File: config.mk
export PLATFORM = sky130hd
export DESIGN_NAME = mfd_decoder
export DESIGN_NICKNAME = d
export VERILOG_FILES = /design/src/mfd_pkg.sv /design/src/mfd_decoder.sv
export VERILOG_INCLUDE_DIRS = /design/src
export SDC_FILE = /design/constraint.sdc
export NUM_CORES = 1
export LEC_CHECK = 0
export BUFFER_PORTS_ARGS = -buffer_cell sky130_fd_sc_hd__buf_4
export CAP_MARGIN = 0
export CORE_MARGIN = 3
export CORE_UTILIZATION = 45
export DETAILED_ROUTE_END_ITERATION = 10
export PLACE_DENSITY = 0.64
export SYNTH_ARGS = -nofsm -noshare
export SYNTH_HDL_FRONTEND = slang
export SYNTH_SLANG_ARGS = --single-unit
File: constraint.sdc
create_clock -name aclk -period 5.4 [get_ports aclk]
set_input_delay 0.54 -clock aclk [delete_from_list [all_inputs] [get_ports aclk]]
set_output_delay 0.54 -clock aclk [all_outputs]
set_load 0.02 [all_outputs]
File: src/mfd_regs.svh
`ifndef MFD_REGS_SVH
`define MFD_REGS_SVH
// register byte offsets on the AXI4-Lite slave
`define MFD_A_INSTR   8'h00
`define MFD_A_NEXT    8'h04
`define MFD_A_CTLW    8'h08
`define MFD_A_IPTR    8'h0C
`define MFD_A_INDEX1  8'h10
`define MFD_A_OPND    8'h14
`define MFD_A_PRIV    8'h18
`define MFD_A_LOCK    8'h1C
`define MFD_A_CLASS   8'h20
`define MFD_A_FIELDS  8'h24
`define MFD_A_TARGET  8'h28
`define MFD_A_IOCTL   8'h2C
`define MFD_A_IMM     8'h30
`define MFD_A_BUSADR  8'h34
`define MFD_A_RANGE   8'h38
// reset values
`define MFD_RST_WORD  16'h0000
`define MFD_RST_ADDR  24'h000000
`define MFD_RST_OPND  32'h00000000
// lock control bit positions
`define MFD_LK_ACQ    0
`define MFD_LK_REL    1
// decode constants
`define MFD_TRAP_VEC  8'h0D
`define MFD_IO_OPC_HI 2'h3
`define MFD_OPC_ADRNG 5'h1F
`define MFD_FC_LDADR  6'h09
`define MFD_SIMM_TAG  2'h3
// AXI responses
`define MFD_RESP_OK   2'h0
`define MFD_RESP_ERR  2'h2
`endif

File: src/mfd_pkg.sv
package mfd_pkg;
    // instruction category, one bit per category
    typedef enum logic [7:0] {
        MFD_CAT_DBL  = 8'h01,
        MFD_CAT_SGL  = 8'h02,
        MFD_CAT_IO   = 8'h04,
        MFD_CAT_SIMM = 8'h08,
        MFD_CAT_BREG = 8'h10,
        MFD_CAT_BIND = 8'h20,
        MFD_CAT_SHF  = 8'h40,
        MFD_CAT_GEN  = 8'h80
    } mfd_cat_e;
    // address syllable form
    typedef enum logic [2:0] {
        MFD_AS_REG = 3'h1,
        MFD_AS_IMM = 3'h2,
        MFD_AS_MEM = 3'h4
    } mfd_as_e;
    // locked update ownership
    typedef enum logic [1:0] {
        MFD_LK_FREE = 2'h1,
        MFD_LK_HELD = 2'h2
    } mfd_lock_e;
    // i/o control word split into unit and function
    typedef struct packed {
        logic [9:0] unit;
        logic [5:0] func;
    } mfd_ioctl_s;
endpackage

File: src/mfd_decoder.sv
// Overview of operation
// - unsigned byte in word: high half zero, value in low half
// - double word is 32-bit two's complement, sign in top bit
// - every word falls in exactly one of eight categories
// - address syllable is register, immediate operand or memory form
// - double operand: lead bit, register, op-code, address syllable
// - double operand op-code alone picks data, base or mode register
// - operand form labels come from the address syllable form
// - single operand: prefix 1000, op-code, address syllable
// - locked update by another processor held off until released
// - even function code moves data in, odd moves data out
// - control word embedded after instruction or fetched via syllable
// - address-and-range sends byte address and range value
// - i/o without privilege traps through vector 13
// - short immediate: register, 4-bit op-code, signed byte value
// - branch on register: register, op-code and displacement fields
// - branch on indicator: prefix 0000, op-code, displacement
// - short shift: type, distance, zero distance from index bits
// - long shift: type, 5-bit distance, zero distance from index
// - double shifts name register 3, 5 or 7 only
// - carry takes the last bit shifted out
// - zero effective distance clears carry and overflow
// - displacement 0, 1 or signed short offset selects the target
// - byte addresses on the system bus are 24 bits
//
// Our own choices: register access over AXI4-Lite and the register offsets.
`timescale 1ns/1ps
`include "mfd_regs.svh"
module mfd_decoder
    import mfd_pkg::*;
(
    input  wire logic        aclk,
    input  wire logic        aresetn,
    input  wire logic [7:0]  s_axi_awaddr,
    input  wire logic        s_axi_awvalid,
    output logic             s_axi_awready,
    input  wire logic [31:0] s_axi_wdata,
    input  wire logic [3:0]  s_axi_wstrb,
    input  wire logic        s_axi_wvalid,
    output logic             s_axi_wready,
    output logic [1:0]       s_axi_bresp,
    output logic             s_axi_bvalid,
    input  wire logic        s_axi_bready,
    input  wire logic [7:0]  s_axi_araddr,
    input  wire logic        s_axi_arvalid,
    output logic             s_axi_arready,
    output logic [31:0]      s_axi_rdata,
    output logic [1:0]       s_axi_rresp,
    output logic             s_axi_rvalid,
    input  wire logic        s_axi_rready
);

////////////////////////////////////////////////////////////////////////////
// helper functions

// classify an address syllable into its three forms
function automatic mfd_as_e mfd_as_form(input logic [6:0] s);
    if (s[6:4] == 3'h5 && !s[3] && s[2:0] != 3'h0) begin
        return MFD_AS_REG;
    end
    if (s[6:4] == 3'h7 && !s[3] && s[2:0] == 3'h0) begin
        return MFD_AS_IMM;
    end
    return MFD_AS_MEM;
endfunction

// byte-lane merge for partial writes
function automatic logic [31:0] mfd_merge(input logic [31:0] o,
                                          input logic [31:0] n,
                                          input logic [3:0]  st);
    logic [31:0] r;
    r = o;
    for (int i = 0; i < 4; i++) begin
        if (st[i]) begin
            r[8*i +: 8] = n[8*i +: 8];
        end
    end
    return r;
endfunction

// writable offsets
function automatic logic mfd_wr_ok(input logic [7:0] a);
    return a == `MFD_A_INSTR || a == `MFD_A_NEXT || a == `MFD_A_CTLW ||
           a == `MFD_A_IPTR || a == `MFD_A_INDEX1 || a == `MFD_A_OPND ||
           a == `MFD_A_PRIV || a == `MFD_A_LOCK;
endfunction

////////////////////////////////////////////////////////////////////////////
// AXI4-Lite write and read channel state

logic        aw_got_r;
logic [7:0]  aw_addr_r;
logic        w_got_r;
logic [31:0] w_data_r;
logic [3:0]  w_strb_r;
logic [7:0]  rd_addr;
logic [31:0] rd_data;
logic        rd_hit;

// write fires once both address and data are held
wire wr_fire = aw_got_r && w_got_r && !s_axi_bvalid;
wire wr_good = wr_fire && mfd_wr_ok(aw_addr_r);
wire [31:0] wd = w_data_r;

// address and data may arrive in either order
always_ff @(posedge aclk) begin
    if (!aresetn) begin
        aw_got_r      <= 1'b0;
        w_got_r       <= 1'b0;
        aw_addr_r     <= 8'h00;
        w_data_r      <= 32'h00000000;
        w_strb_r      <= 4'h0;
        s_axi_awready <= 1'b0;
        s_axi_wready  <= 1'b0;
        s_axi_bvalid  <= 1'b0;
        s_axi_bresp   <= `MFD_RESP_OK;
    end else begin
        s_axi_awready <= !aw_got_r && !s_axi_bvalid &&
                         !(s_axi_awready && s_axi_awvalid);
        s_axi_wready  <= !w_got_r && !s_axi_bvalid &&
                         !(s_axi_wready && s_axi_wvalid);
        if (s_axi_awready && s_axi_awvalid) begin
            aw_got_r  <= 1'b1;
            aw_addr_r <= s_axi_awaddr;
        end
        if (s_axi_wready && s_axi_wvalid) begin
            w_got_r  <= 1'b1;
            w_data_r <= s_axi_wdata;
            w_strb_r <= s_axi_wstrb;
        end
        if (wr_fire) begin
            aw_got_r     <= 1'b0;
            w_got_r      <= 1'b0;
            s_axi_bvalid <= 1'b1;
            s_axi_bresp  <= wr_good ? `MFD_RESP_OK : `MFD_RESP_ERR;
        end else if (s_axi_bvalid && s_axi_bready) begin
            s_axi_bvalid <= 1'b0;
        end
    end
end

// read answers one cycle after the address is taken
always_ff @(posedge aclk) begin
    if (!aresetn) begin
        s_axi_arready <= 1'b0;
        s_axi_rvalid  <= 1'b0;
        s_axi_rdata   <= 32'h00000000;
        s_axi_rresp   <= `MFD_RESP_OK;
    end else if (s_axi_arready && s_axi_arvalid) begin
        s_axi_arready <= 1'b0;
        s_axi_rvalid  <= 1'b1;
        s_axi_rdata   <= rd_data;
        s_axi_rresp   <= rd_hit ? `MFD_RESP_OK : `MFD_RESP_ERR;
    end else if (s_axi_rvalid) begin
        s_axi_rvalid  <= !s_axi_rready;
        s_axi_arready <= s_axi_rready;
    end else begin
        s_axi_arready <= 1'b1;
    end
end

////////////////////////////////////////////////////////////////////////////
// software-written registers

logic [15:0] instr_r;
logic [15:0] next_r;
logic [15:0] ctlw_r;
logic [23:0] iptr_r;
logic [15:0] index1_r;
logic [31:0] opnd_r;
logic        priv_r;

wire wr_instr  = wr_good && aw_addr_r == `MFD_A_INSTR;
wire wr_next   = wr_good && aw_addr_r == `MFD_A_NEXT;
wire wr_ctlw   = wr_good && aw_addr_r == `MFD_A_CTLW;
wire wr_iptr   = wr_good && aw_addr_r == `MFD_A_IPTR;
wire wr_index1 = wr_good && aw_addr_r == `MFD_A_INDEX1;
wire wr_opnd   = wr_good && aw_addr_r == `MFD_A_OPND;
wire wr_priv   = wr_good && aw_addr_r == `MFD_A_PRIV;
wire wr_lock   = wr_good && aw_addr_r == `MFD_A_LOCK;

wire [31:0] m_instr  = mfd_merge({16'h0000, instr_r}, wd, w_strb_r);
wire [31:0] m_next   = mfd_merge({16'h0000, next_r}, wd, w_strb_r);
wire [31:0] m_ctlw   = mfd_merge({16'h0000, ctlw_r}, wd, w_strb_r);
wire [31:0] m_iptr   = mfd_merge({8'h00, iptr_r}, wd, w_strb_r);
wire [31:0] m_index1 = mfd_merge({16'h0000, index1_r}, wd, w_strb_r);
wire [31:0] m_opnd   = mfd_merge(opnd_r, wd, w_strb_r);

// plain storage; the decode below reads these directly
always_ff @(posedge aclk) begin
    if (!aresetn) begin
        instr_r  <= `MFD_RST_WORD;
        next_r   <= `MFD_RST_WORD;
        ctlw_r   <= `MFD_RST_WORD;
        iptr_r   <= `MFD_RST_ADDR;
        index1_r <= `MFD_RST_WORD;
        opnd_r   <= `MFD_RST_OPND;
        priv_r   <= 1'b0;
    end else begin
        if (wr_instr)  instr_r  <= m_instr[15:0];
        if (wr_next)   next_r   <= m_next[15:0];
        if (wr_ctlw)   ctlw_r   <= m_ctlw[15:0];
        if (wr_iptr)   iptr_r   <= m_iptr[23:0];
        if (wr_index1) index1_r <= m_index1[15:0];
        if (wr_opnd)   opnd_r   <= m_opnd;
        if (wr_priv && w_strb_r[0]) priv_r <= wd[0];
    end
end

////////////////////////////////////////////////////////////////////////////
// locked update arbitration between processors

mfd_lock_e  lock_st_r;
logic [1:0] lock_own_r;
logic       lock_grant_r;

wire       lk_acq = wr_lock && w_strb_r[0] && wd[`MFD_LK_ACQ];
wire       lk_rel = wr_lock && w_strb_r[0] && wd[`MFD_LK_REL];
wire [1:0] lk_id  = wd[5:4];
wire       lk_mine = lk_id == lock_own_r;

// a held lock refuses every other owner until its owner releases
always_ff @(posedge aclk) begin
    if (!aresetn) begin
        lock_st_r    <= MFD_LK_FREE;
        lock_own_r   <= 2'h0;
        lock_grant_r <= 1'b0;
    end else begin
        case (lock_st_r)
            MFD_LK_FREE: begin
                if (lk_acq) begin
                    lock_st_r    <= MFD_LK_HELD;
                    lock_own_r   <= lk_id;
                    lock_grant_r <= 1'b1;
                end
            end
            MFD_LK_HELD: begin
                if (lk_rel && lk_mine) begin
                    lock_st_r <= MFD_LK_FREE;
                end else if (lk_acq) begin
                    lock_grant_r <= lk_mine;
                end
            end
            default: begin
                lock_st_r <= MFD_LK_FREE;
            end
        endcase
    end
end

////////////////////////////////////////////////////////////////////////////
// category decode; fixed priority keeps categories exclusive

wire [15:0] iw  = instr_r;
wire [2:0]  rn  = iw[14:12];
wire [4:0]  opc = iw[11:7];
wire [6:0]  syl = iw[6:0];

wire is_gen  = iw[15:7] == 9'h000;
wire is_bind = iw[15:12] == 4'h0;
wire is_spfx = iw[15:12] == 4'h8;
wire is_io   = is_spfx && opc[4:3] == `MFD_IO_OPC_HI;
wire is_shf  = !iw[15] && iw[11:8] == 4'h0;
wire is_simm = !iw[15] && iw[11:10] == `MFD_SIMM_TAG;

// zero and 1000 prefixes are tested before the register forms
wire mfd_cat_e cat = is_gen  ? MFD_CAT_GEN :
                     is_bind ? MFD_CAT_BIND :
                     is_io   ? MFD_CAT_IO :
                     is_spfx ? MFD_CAT_SGL :
                     iw[15]  ? MFD_CAT_DBL :
                     is_shf  ? MFD_CAT_SHF :
                     is_simm ? MFD_CAT_SIMM :
                               MFD_CAT_BREG;

wire mfd_as_e as_form = mfd_as_form(syl);
wire has_as = cat == MFD_CAT_DBL || cat == MFD_CAT_SGL ||
              cat == MFD_CAT_IO;

// register kind from op-code: 0 data, 1 base, 2 mode
wire [1:0] reg_kind = (cat == MFD_CAT_DBL && opc[4:3] != 2'h3) ?
                      opc[4:3] : 2'h0;

// op-code field is four bits for short immediate
wire [4:0] opc_f = (cat == MFD_CAT_SIMM) ? {1'b0, iw[11:8]} : opc;

////////////////////////////////////////////////////////////////////////////
// short immediate value

wire [15:0] imm_sx = {{8{iw[7]}}, iw[7:0]};
wire [15:0] imm_zx = {8'h00, iw[7:0]};

////////////////////////////////////////////////////////////////////////////
// branch target from the displacement field

wire [23:0] d_sx   = {{17{syl[6]}}, syl};
wire [23:0] nx_sx  = {{8{next_r[15]}}, next_r};
wire [23:0] br_tgt = (syl == 7'h00) ? {8'h00, next_r} :
                     (syl == 7'h01) ? iptr_r + nx_sx :
                                      iptr_r + d_sx;

////////////////////////////////////////////////////////////////////////////
// shift distance and carry

wire       shf_long = iw[7];
wire [4:0] dist_f   = shf_long ? iw[4:0] : {1'b0, iw[3:0]};
wire [4:0] dist_x   = shf_long ? index1_r[4:0] : {1'b0, index1_r[3:0]};
wire [4:0] dist_eff = (dist_f != 5'h00) ? dist_f : dist_x;
wire       shf_rt   = shf_long ? iw[5] : iw[4];
wire [2:0] shf_type = shf_long ? {1'b0, iw[6:5]} : iw[6:4];
wire [31:0] shf_src = shf_long ? opnd_r : {16'h0000, opnd_r[15:0]};
wire [5:0] shf_w    = shf_long ? 6'h20 : 6'h10;
wire [5:0] out_k    = shf_rt ? {1'b0, dist_eff} - 6'h01 :
                               shf_w - {1'b0, dist_eff};
// a zero distance gives no shifted-out bit, so both indicators clear
wire carry   = (dist_eff != 5'h00) && shf_src[out_k[4:0]];
wire ovf_clr = dist_eff == 5'h00;
wire dw_neg  = opnd_r[31];

// long shifts link a register pair named by its odd member
wire pair_ok  = rn == 3'h3 || rn == 3'h5 || rn == 3'h7;
wire pair_bad = cat == MFD_CAT_SHF && shf_long && !pair_ok;

////////////////////////////////////////////////////////////////////////////
// i/o control word, direction, privilege and range output

wire        cw_embed = next_r[15:7] != 9'h000;
wire mfd_ioctl_s cw  = cw_embed ? next_r : ctlw_r;
wire        to_ctrl  = cw.func[0];
wire        is_ar    = cat == MFD_CAT_IO && opc == `MFD_OPC_ADRNG;
wire        ar_bad   = is_ar && cw.func != `MFD_FC_LDADR;
wire        unspec   = pair_bad || ar_bad;
wire        trap     = cat == MFD_CAT_IO && !priv_r;
wire [7:0]  trap_vec = trap ? `MFD_TRAP_VEC : 8'h00;
wire        ar_valid = is_ar && !ar_bad && priv_r;
// word address from the output syllable becomes a byte address
wire [23:0] bus_adr  = {7'h00, next_r, 1'b0};
wire [15:0] range_w  = opnd_r[15:0];

////////////////////////////////////////////////////////////////////////////
// read selection

assign rd_addr = s_axi_araddr;

always_comb begin
    rd_hit  = 1'b1;
    rd_data = 32'h00000000;
    case (rd_addr)
        `MFD_A_INSTR:  rd_data = {16'h0000, instr_r};
        `MFD_A_NEXT:   rd_data = {16'h0000, next_r};
        `MFD_A_CTLW:   rd_data = {16'h0000, ctlw_r};
        `MFD_A_IPTR:   rd_data = {8'h00, iptr_r};
        `MFD_A_INDEX1: rd_data = {16'h0000, index1_r};
        `MFD_A_OPND:   rd_data = opnd_r;
        `MFD_A_PRIV:   rd_data = {31'h0, priv_r};
        `MFD_A_LOCK:   rd_data = {23'h0, lock_grant_r, 2'h0, lock_own_r,
                                  3'h0, lock_st_r == MFD_LK_HELD};
        `MFD_A_CLASS:  rd_data = {trap_vec, 7'h00, dw_neg, unspec, trap,
                                  reg_kind, has_as, as_form, cat};
        `MFD_A_FIELDS: rd_data = {ovf_clr, carry, shf_rt, shf_long,
                                  1'b0, shf_type, 3'h0, dist_eff, 1'b0,
                                  syl, opc_f, rn};
        `MFD_A_TARGET: rd_data = {8'h00, br_tgt};
        `MFD_A_IOCTL:  rd_data = {14'h0, cw_embed, to_ctrl, cw};
        `MFD_A_IMM:    rd_data = {imm_zx, imm_sx};
        `MFD_A_BUSADR: rd_data = {8'h00, bus_adr};
        `MFD_A_RANGE:  rd_data = {15'h0, ar_valid, range_w};
        default: begin
            rd_hit  = 1'b0;
            rd_data = 32'h00000000;
        end
    endcase
end
endmodule

**Word-level counts from Yosys, hierarchy flattened**

Cells that the tools add are included.

- Register bits: 213
- Bits of input ports: 59
- Output and inout port bits: 41
- Logic and storage cells: 226

- $add $sub $neg: 4
- Magnitude comparators: 1
- Equal/unequal tests: 44
- Mux-type cells: 46
- Bitwise operators: 1
- Reductions and logical operators: 98

Operator list:

| operator | number |
|---|---|
| case mux 32 bit (15 select lines) | 1 |
| == test 8 x 5 -> 1 bit (second input constant) | 8 |
| == test 8 x 6 -> 1 bit (second input constant) | 7 |
| adder 24 bit | 2 |
| 2-to-1 mux 24 bit | 2 |
| == test 8 x 4 -> 1 bit (second input constant) | 5 |
| logical AND 1 bit | 40 |
| 2-to-1 mux 5 bit | 7 |
| 2-to-1 mux 7 bit | 5 |
| AND reduction 2 bit | 17 |
| 2-to-1 mux 32 bit | 1 |
| == test 8 x 3 -> 1 bit (second input constant) | 3 |
| zero test 8 bit | 2 |
| 2-to-1 mux 16 bit | 1 |
| 2-to-1 mux 3 bit | 5 |
| OR reduction 15 bit | 1 |
| 2-to-1 mux 1 bit | 14 |
| == test 3 bit (second input constant) | 4 |
| logical OR 1 bit | 12 |
| zero test 1 bit | 11 |
| 2-to-1 mux 2 bit | 5 |
| != test 2 bit (second input constant) | 5 |
| nonzero test 5 bit | 2 |
| zero test 9 bit | 1 |
| 29 further kinds | 33 |

**Depth between registers and ports, before layout**

Gate-level depths: netlist (run 1).

- Word-level depth: 16
- Mapped depth: 16
- Depth with buffers taken out: 14

**Worst setup path after synthesis (run 1)**

No wires, ideal clock.

- Path kind: register to register
- Start point: register instr_r[2]
- End point: register s_axi_rdata[12]
- Library setup time: 0.119 ns
- Data arrival time: 3.363 ns
- Data required time: 5.281 ns
- Path slack: 1.917 ns
- Cell stages (with the launch flop): 17
- Path buffers: 2
- Path through: dfxtp_1 -> buf_2 -> nor3_1 -> nand3_1 -> nor2_1 -> clkbuf_1 -> a21boi_0 -> ha_1 -> fa_1 -> a21o_1 -> nand4_1 -> a21oi_1 -> o21a_1 -> o21a_1 -> or3_1 -> a31oi_1 -> nor3b_1

- Longest elaborated chain between the ends: 4

Ends and longest elaborated chain:

| element | RTL line | text |
|---|---|---|
| start: declaration | mfd_decoder.sv:165 | `logic [15:0] instr_r;` |
| start signal: assignment | mfd_decoder.sv:192 | `` instr_r <= `MFD_RST_WORD; `` |
| start signal: assignment | mfd_decoder.sv:200 | `if (wr_instr) instr_r <= m_instr[15:0];` |
| adder 24 bit or == test 7 x 1 -> 1 bit (tied branches) | mfd_decoder.sv:300, mfd_decoder.sv:299 |  |
| 2-to-1 mux 24 bit | mfd_decoder.sv:299 | `(syl == 7'h01) ? iptr_r + nx_sx :` |
| 2-to-1 mux 24 bit (*) | mfd_decoder.sv:298 | `wire [23:0] br_tgt = (syl == 7'h00) ? {8'h00, next_r} :` |
| case mux 32 bit (15 select lines) (*) | mfd_decoder.sv:348 | `case (rd_addr)` |
| end signal: assignment | mfd_decoder.sv:152 | `s_axi_rdata <= rd_data;` |
| end: declaration | mfd_decoder.sv:47 | `output logic [31:0] s_axi_rdata,` |

Mark *: on every way between the ends. The rest lies on a longest branch, timed or not.
A chain may end at the register's enable or synchronous reset.

**Final worst setup path (run 1)**

- Start point: register instr_r[6]
- End point: register s_axi_rdata[22]

- Longest elaborated chain between the ends: 4

Ends and longest elaborated chain:

| element | RTL line |
|---|---|
| adder 24 bit or == test 7 x 1 -> 1 bit (tied branches) | mfd_decoder.sv:300, mfd_decoder.sv:299 |
| 2-to-1 mux 24 bit | mfd_decoder.sv:299 |
| 2-to-1 mux 24 bit | mfd_decoder.sv:298 |
| case mux 32 bit (15 select lines) (*) | mfd_decoder.sv:348 |

Marked as above.

==> metrics.md, run 1 <==
| Metric | Value |
|---|---|
| Vias | 11370 |
| # rows | 58 |
| Post-synth top area share | 36.08% |
| Most used DFF post-synth | dfxtp_1 |
| Gr usage total | roughly 29% |
| DRC | 0 |
| # Max-Cap Violations | 0 |
| RePlAce Congestion | 0.9953 |
| FF-to-FF setup slack | 1.30 ns |
| Pwr Density | about 270 mW/mm^2 |
| Clock latency on the worst-skew pair | 0.53 ns |
| Tightest Pin Transition | 1.139 ns |
| Crit path from | instr_r[6] |
| Setup TNS | 0 ns |
| Cell taking the most area after synthesis | dfxtp_1 |
| Critical path class | flip-flop to flip-flop |
| Port Buffers | between 90 and 100 |
| DP HPWL | 31840 um |
| Switching power | about 840 uW |
| Initial antenna violation count | 0 |
| Post-Syn Instances | ~1500 |
| WL/cell | 23.14 um |
| DRT Pass-1 Iters | 6 |
| Crit. End Element | flip-flop |
| TritonCTS clock tree | built |
| Setup crit end | s_axi_rdata[22] |
| Layout cells sized above 1 | 12.71% |
| RSZ-0062 raised after global routing | false |
| Post-DRT Antenna Nets | 0 |
| H-tree levels | 1 |
| Arrival time worst endpoint | 4.51 ns |
| GR Overflow Total | 0 |
| Initial Util | 46.10% |
| I/O pin count | 100 |
| Max-slew violations | 0 |
| Clk pwr share | approximately half |
| Initial DRC Count | 1405 |
| Worst EP required | 5.81 ns |
| Fmax | 243.9 MHz |
| Post-route minimum period | 4.101 ns |
| Outcome | completed |
| Layout Area Growth over Synthesis | 15.53% |
| Tcrit/Tclk final | roughly three quarters |
| Reg clk slew, reported paths | 0.06 ns |
| Final WL | 42790 um |
| Tightest Hold Check Type | input pin to flip-flop |
| Register area share after synthesis | 36.08% |
| Post-synth ARST share | 0% |
| Top cells by area, synth | dfxtp_1 (36%), nand2_1 (10%), a21boi_0 (10%), nand3_1 (3.9%), clkbuf_1 (2.6%) |
| Worst r2r path cells | 15 |
| Switch share | 22.95% |
| Critical path fanouts, max | 20 |
| Post-CTS Setup Bufs | 0 |
| Die width | 167.3 um |
| Final setup vio count | 0 |
| Seq pwr share | 44.4% |
| Slew headroom | between 20% and 30% |
| Core area | 0.02540 mm^2 |
| Vias in the first global route | 10300 |
| Final hold vios | 0 |
| Synth unique cells | 87 |
| Hold-fix buffers, CTS | 0 |
| VDD IR max | 0.0001986 V |
| Post-synth EDFFs | 0 |
| Total CTS buffers | 25 |
| Die Ht | 167.3 um |
| Nets | approximately 1600 |
| Critical path launch point type | flip-flop |
| Power Internal | 2811 uW |
| Design area | roughly 0.014 mm^2 |
| Die area | 0.02799 mm^2 |
| # fillers | roughly 2500 |
| Syn Std Cell Area | between 0.01 and 0.015 mm^2 |
| First-pass GRT wire length | 64710 um |
| Cell area after placement | 0.01262 mm^2 |
| RR Endpoint | s_axi_rdata[22] |
| Yosys warns | 0 |
| Layout Skew | 0.009252 ns |
| Root Buffer | clkbuf_16 |
| CTS Sinks | approximately 210 |
| Post-synthesis register bit count | 211 |
| Post_cts resized | 0 |
| CTS max path bufs | 3 |
| Largest net degree at the start of global routing | 110 |
| Logic gate share of total power | 5.7% |
| Hold Slack | 0.2718 ns |
| Leak Pwr | 0.005011 uW |
| Synth Area per Inst | 8.069 um^2 |
| Worst R2R Start | instr_r[6] |
| Via-to-Cell Ratio | 6.148 |
[worst max-delay path, cell delays in order, from the launching register on]
cell and delay [ns]:
dfxtp_1 0.92, nor2_1 0.16, nand3_1 0.13, nor2_1 0.05
buf_4 0.18, a21boi_0 0.20, ha_1 0.25, fa_1 0.23
a21o_1 0.15, nand4_1 0.14, a21oi_1 0.40, a21oi_1 0.16
a31o_2 0.26, o311ai_0 0.49, nor4_1 0.10, nand3b_1 0.17
[synth_stat cells (all sizes together), types with 9 or more instances]
library cell  number
a211oi            10
a21boi           156
a21o              24
a21oi             59
a221oi            17
a222oi            16
a22o              10
a22oi             27
a31oi             12
and2              18
buf               17
clkbuf            80
dfxtp            211
ha                24
inv               11
mux2i             31
nand2            326
nand3             91
nand4             11
nor2              57
nor2b             18
nor3              16
nor4               9
o211ai            10
o21ai             55
xnor2             13
xor2              12
[power groups by stage]
stage                     Sequential, uW  Clock (uW)  Combinational (uW)
after floorplan                     1650           0                 111
after global placement              1650           0                 206
after detailed placement            1650           0                 207
after CTS                           1620        1840                 208
after global routing                1620        1910                 227
final                               1620        1820                 207
[stage by stage]
| step | setup slack, ns | cells | total power [uW] | util (%) |
|---|---|---|---|---|
| 2_1_floorplan | 1.917 | 1452 | 1760 | - |
| 3_3_place_gp | 1.448 | 1802 | 1860 | 49.67 |
| 3_5_place_dp | 1.397 | 1802 | 1861 | 49.67 |
| 4_1_cts | 1.404 | 1848 | 3673 | 53.25 |
| 5_1_grt | 1.065 | 1848 | 3765 | 53.25 |
| 6_report | 1.299 | 1849 | 3648 | 53.26 |
[sequential cells by signal, summed over array words and instances (netlist names), 2 cells and up]
name and cells:
index1_r 16, opnd_r 32, instr_r 16, w_strb_r 4
aw_addr_r 8, lock_st_r 2, s_axi_rdata 32, iptr_r 24
w_data_r 32, ctlw_r 16, next_r 16, lock_own_r 2
[how the worst min path moves through the flow]
stage,startpoint,end,slack [ns],depth (start not counted)
3_3_place_gp,s_axi_rdata[7],s_axi_rdata[7],0.44,2
4_1_cts,s_axi_wstrb[1],w_strb_r[1],0.25,3
3_5_place_dp,s_axi_rdata[8],s_axi_rdata[8],0.45,2
2_1_floorplan,aw_got_r,s_axi_awready,0.42,1
6_report,s_axi_wdata[25],w_data_r[25],0.27,3
5_1_grt,s_axi_wstrb[1],w_strb_r[1],0.26,3
[routing by layer]
metal	routed length, um	track usage (%)
met1	19720	44.39
met5	0	0
met3	4325	5.902
met2	17740	42.87
met4	1013	6.475
[layout make-up]
cell class	instances	area, um^2	share of cell area, %
multi-input combinational	1133	7061	52.20
sequential	211	4224	31.23
timing repair buffer	117	878.3	6.493
clock buffer	33	725.7	5.365
tap	330	412.9	3.052
clock inverter	13	181.4	1.341
inverter	11	41.29	0.3052
antenna	1	2.502	0.01850
[cell usage in the layout, fill, tap and decap left out, types with 7 or more instances in the layout]
cell         n
xor2_1      12
and3_1       7
a21boi_0   156
inv_1       11
a221oi_1    17
clkbuf_8     7
nand3_1     91
ha_1        24
o21a_1       8
o21ai_0     50
nor3_1      14
mux2i_1     30
a211oi_1    10
dfxtp_1    211
and2_1      17
nor2b_1     18
nor2_1      55
a22oi_1     27
a22o_1      10
xnor2_1     11
a21o_1      24
a21oi_1     57
nand4_1     11
o211ai_1    10
nand2_1    326
buf_4      117
clkbuf_16   25
a31oi_1     11
a222oi_1    16
[logic make-up after synthesis]
| family | share of synthesized area [%] |
|---|---|
| AO/OA/AOI/OAI | 27.54 |
| adder cells (fa/ha/maj) | 2.736 |
| other | 0.03203 |
| multiplexers | 4.413 |
| flip-flops | 36.08 |
| AND/OR/NAND/NOR | 23.39 |
| buffers and inverters | 3.719 |
| XOR/XNOR | 2.095 |
Power figures use the tool's default switching activity.
==> run 2, diff against run 1 <==
Settings changed: PLACE_DENSITY 0.64 to 0.66.
Clock period 5.4 ns to 3.45 ns, I/O delays scaled along.
==> run 2 against run 1 <==
Compared with the run above: via count up 2.3%; clock power rose by 48%; worst setup slack got worse by 1.2 ns; non-clock buffer count rose by 53; total power grew 52%; global-route usage increased by 0.098 points; cell count up 2.6%; clock-buffer cell count fell by 3; critical path type unchanged; largest power group unchanged; highest routed layer unchanged.
==> metrics.md, run 2 (synthesized netlist as in run 1, its figures left out) <==
| Metric | Value |
|---|---|
| Vias in the first global route | 10720 (was 10300) |
| DRT Pass-1 Iters | 9 (was 6) |
| Post_cts resized | 0 (unchanged) |
| Critical path class | flip-flop to flip-flop (unchanged) |
| Via-to-Cell Ratio | 6.132 (was 6.148) |
| VDD IR max | 0.0003269 V (was 0.0001986 V) |
| Tcrit/Tclk final | 96.24% (was 75.94%) |
| Critical path launch point type | flip-flop (unchanged) |
| Placed insts | 1855 (was 1802) |
| WL/cell | 22.53 um (was 23.14 um) |
| Crit path from | instr_r[1] (was instr_r[6]) |
| # Max-Cap Violations | 0 (unchanged) |
| Die Ht | 167.3 um (unchanged) |
| Initial antenna violation count | 0 (unchanged) |
| GR Overflow Total | 0 (unchanged) |
| Tightest Pin Transition | 0.8771 ns (was 1.139 ns) |
| Root Buffer | clkbuf_16 (unchanged) |
| Worst Min Path Start | s_axi_wdata[26] (was s_axi_wdata[25]) |
| Leak Pwr | 0.005269 uW (was 0.005011 uW) |
| DRC | 0 (unchanged) |
| Nets | 1635 (was 1583) |
| Pre-CTS setup slack | 0.04501 ns (was 1.397 ns) |
| Final setup vio count | 0 (unchanged) |
| Critical path fanouts, max | 10 (was 20) |
| Hold-fix buffers, CTS | 0 (unchanged) |
| Arrival time worst endpoint | 3.75 ns (was 4.51 ns) |
| Setup TNS | 0 ns (unchanged) |
| Layout Area Growth over Synthesis | 18.61% (was 15.53%) |
| Post-DRT Antenna Nets | 0 (unchanged) |
| CTS Sinks | 211 (unchanged) |
| Antenna fix cells | 0 (was 1) |
| Post-route minimum period | 3.320 ns (was 4.101 ns) |
| Tightest Hold Check Type | input pin to flip-flop (unchanged) |
| Cell area after placement | 0.01303 mm^2 (was 0.01262 mm^2) |
| Seq. cell area | 0.004224 mm^2 (unchanged) |
| TritonCTS clock tree | built (unchanged) |
| # fillers | 2438 (was 2478) |
| Layout Skew | 0.02438 ns (was 0.009252 ns) |
| CTS max path bufs | 3 (unchanged) |
| Core area | 0.02540 mm^2 (unchanged) |
| Footprint of the multi-input gates | 0.007077 mm^2 (was 0.007061 mm^2) |
| Post-CTS Setup Bufs | 0 (unchanged) |
| Crit. End Element | flip-flop (unchanged) |
| Fmax | 301.2 MHz (was 243.9 MHz) |
| Die area | 0.02799 mm^2 (unchanged) |
| Vias | 11630 (was 11370) |
| I/O pin count | 100 (unchanged) |
| Total CTS buffers | 24 (was 25) |
| DP HPWL | 32450 um (was 31840 um) |
| Die width | 167.3 um (unchanged) |
| Layout cells sized above 1 | 15.63% (was 12.71%) |
| Worst EP required | 3.88 ns (was 5.81 ns) |
| Port Buffers | 97 (unchanged) |
| Top flop regs | opnd_r: 32 flops, s_axi_rdata: 32 flops, w_data_r: 32 flops (unchanged) |
| H-tree levels | 1 (unchanged) |
| Most common cell after layout, fill and taps aside | nand2_1 (unchanged) |
| Largest net degree at the start of global routing | 78 (was 110) |
| Clock latency on the worst-skew pair | 0.55 ns (was 0.53 ns) |
| Reg clk slew, reported paths | 0.06 ns (about the same) |
| Initial Util | 46.10% (unchanged) |
| First-pass GRT wire length | 65270 um (was 64710 um) |
| Outcome | completed (unchanged) |
| Final hold vios | 0 (unchanged) |
| Pwr Density | 400.2 mW/mm^2 (was 269.7 mW/mm^2) |
| RePlAce Congestion | 1.049 (was 0.9953) |
| # rows | 58 (unchanged) |
| Worst R2R Start | instr_r[1] (was instr_r[6]) |
| Design area | 0.01389 mm^2 (was 0.01353 mm^2) |
| Final WL | 42730 um (was 42790 um) |
| Worst Slack Setup Final | 0.1298 ns (was 1.299 ns) |
| Gr usage total | 29.36% (was 29.26%) |
| Final non-filler cell total | 1897 (was 1849) |
| Slew headroom | 41.07% (was 24.09%) |
| Initial DRC Count | 1467 (was 1405) |
| Most frequent cells in the layout | nand2_1 (326), dfxtp_1 (211), buf_4 (169) (was nand2_1 (326), dfxtp_1 (211), a21boi_0 (156)) |
| Max-slew violations | 0 (unchanged) |
## run 2: cell count changes in the layout (fill, tap and decap cells not counted), sizes merged
| cell | before | now |
|---|---|---|
| buf | 117 | 170 |
| bufinv | 4 | 3 |
| clkbuf | 33 | 30 |
| clkinv | 6 | 7 |
| clkinvlp | 2 | 0 |
| diode | 1 | 0 |
| inv | 12 | 13 |
## run 2: final cells by class
class | count | share of cell area, %
flip-flops and latches | 211 | 30.41
clock inverters | 12 | 1.234
well taps | 330 | 2.973
multi-input cells | 1133 | 50.96
repair buffers | 170 | 9.279
clock buffers | 30 | 4.847
inverters | 11 | 0.2973
## run 2: per-stage QoR
step	total power [uW]	hold WS [ns]	utilization, %
3_3_place_gp	2915	0.4390	51.28
6_report	5559	0.06491	54.68
5_1_grt	5739	0.06033	54.68
3_5_place_dp	2918	0.4435	51.28
2_1_floorplan	2755	0.4229	-
4_1_cts	5599	0.04839	54.61
## run 2: critical path, stage by stage, from the launching register on
cell      delay, ns
dfxtp_1        0.32
buf_4          0.19
or4_4          0.59
a21oi_4        0.20
a21oi_1        0.13
ha_1           0.34
xnor2_2        0.16
buf_4          0.21
mux4_2         0.51
mux2i_1        0.18
o311ai_2       0.09
o22ai_1        0.20
o21ai_1        0.07
## run 2: worst paths after layout
kind	to	slack [ns]	cells after the start
max	s_axi_rdata[30]	0.13	12
min	w_data_r[26]	0.06	3
max reg2reg	s_axi_rdata[30]	0.13	12
min reg2reg	s_axi_rdata[8]	0.45	2
## run 2: routing by layer
| metal | up-vias | GRT usage [%] | part of all wire (%) |
|---|---|---|---|
| li1 | 5476 | - | - |
| met1 | 5488 | 44.32 | 46 |
| met2 | 592 | 43.50 | 41 |
| met3 | 76 | 5.359 | 9.4 |
| met4 | 0 | 6.830 | 2.9 |
| met5 | - | 0 | 0 |
## run 2: where the power goes
part	internal (uW)	leakage (uW)	switching, uW
clock	1620	0.000419	1070
combinational	144	0.00314	190
sequential	2480	0.00171	53.2
total	4240	0.00527	1320
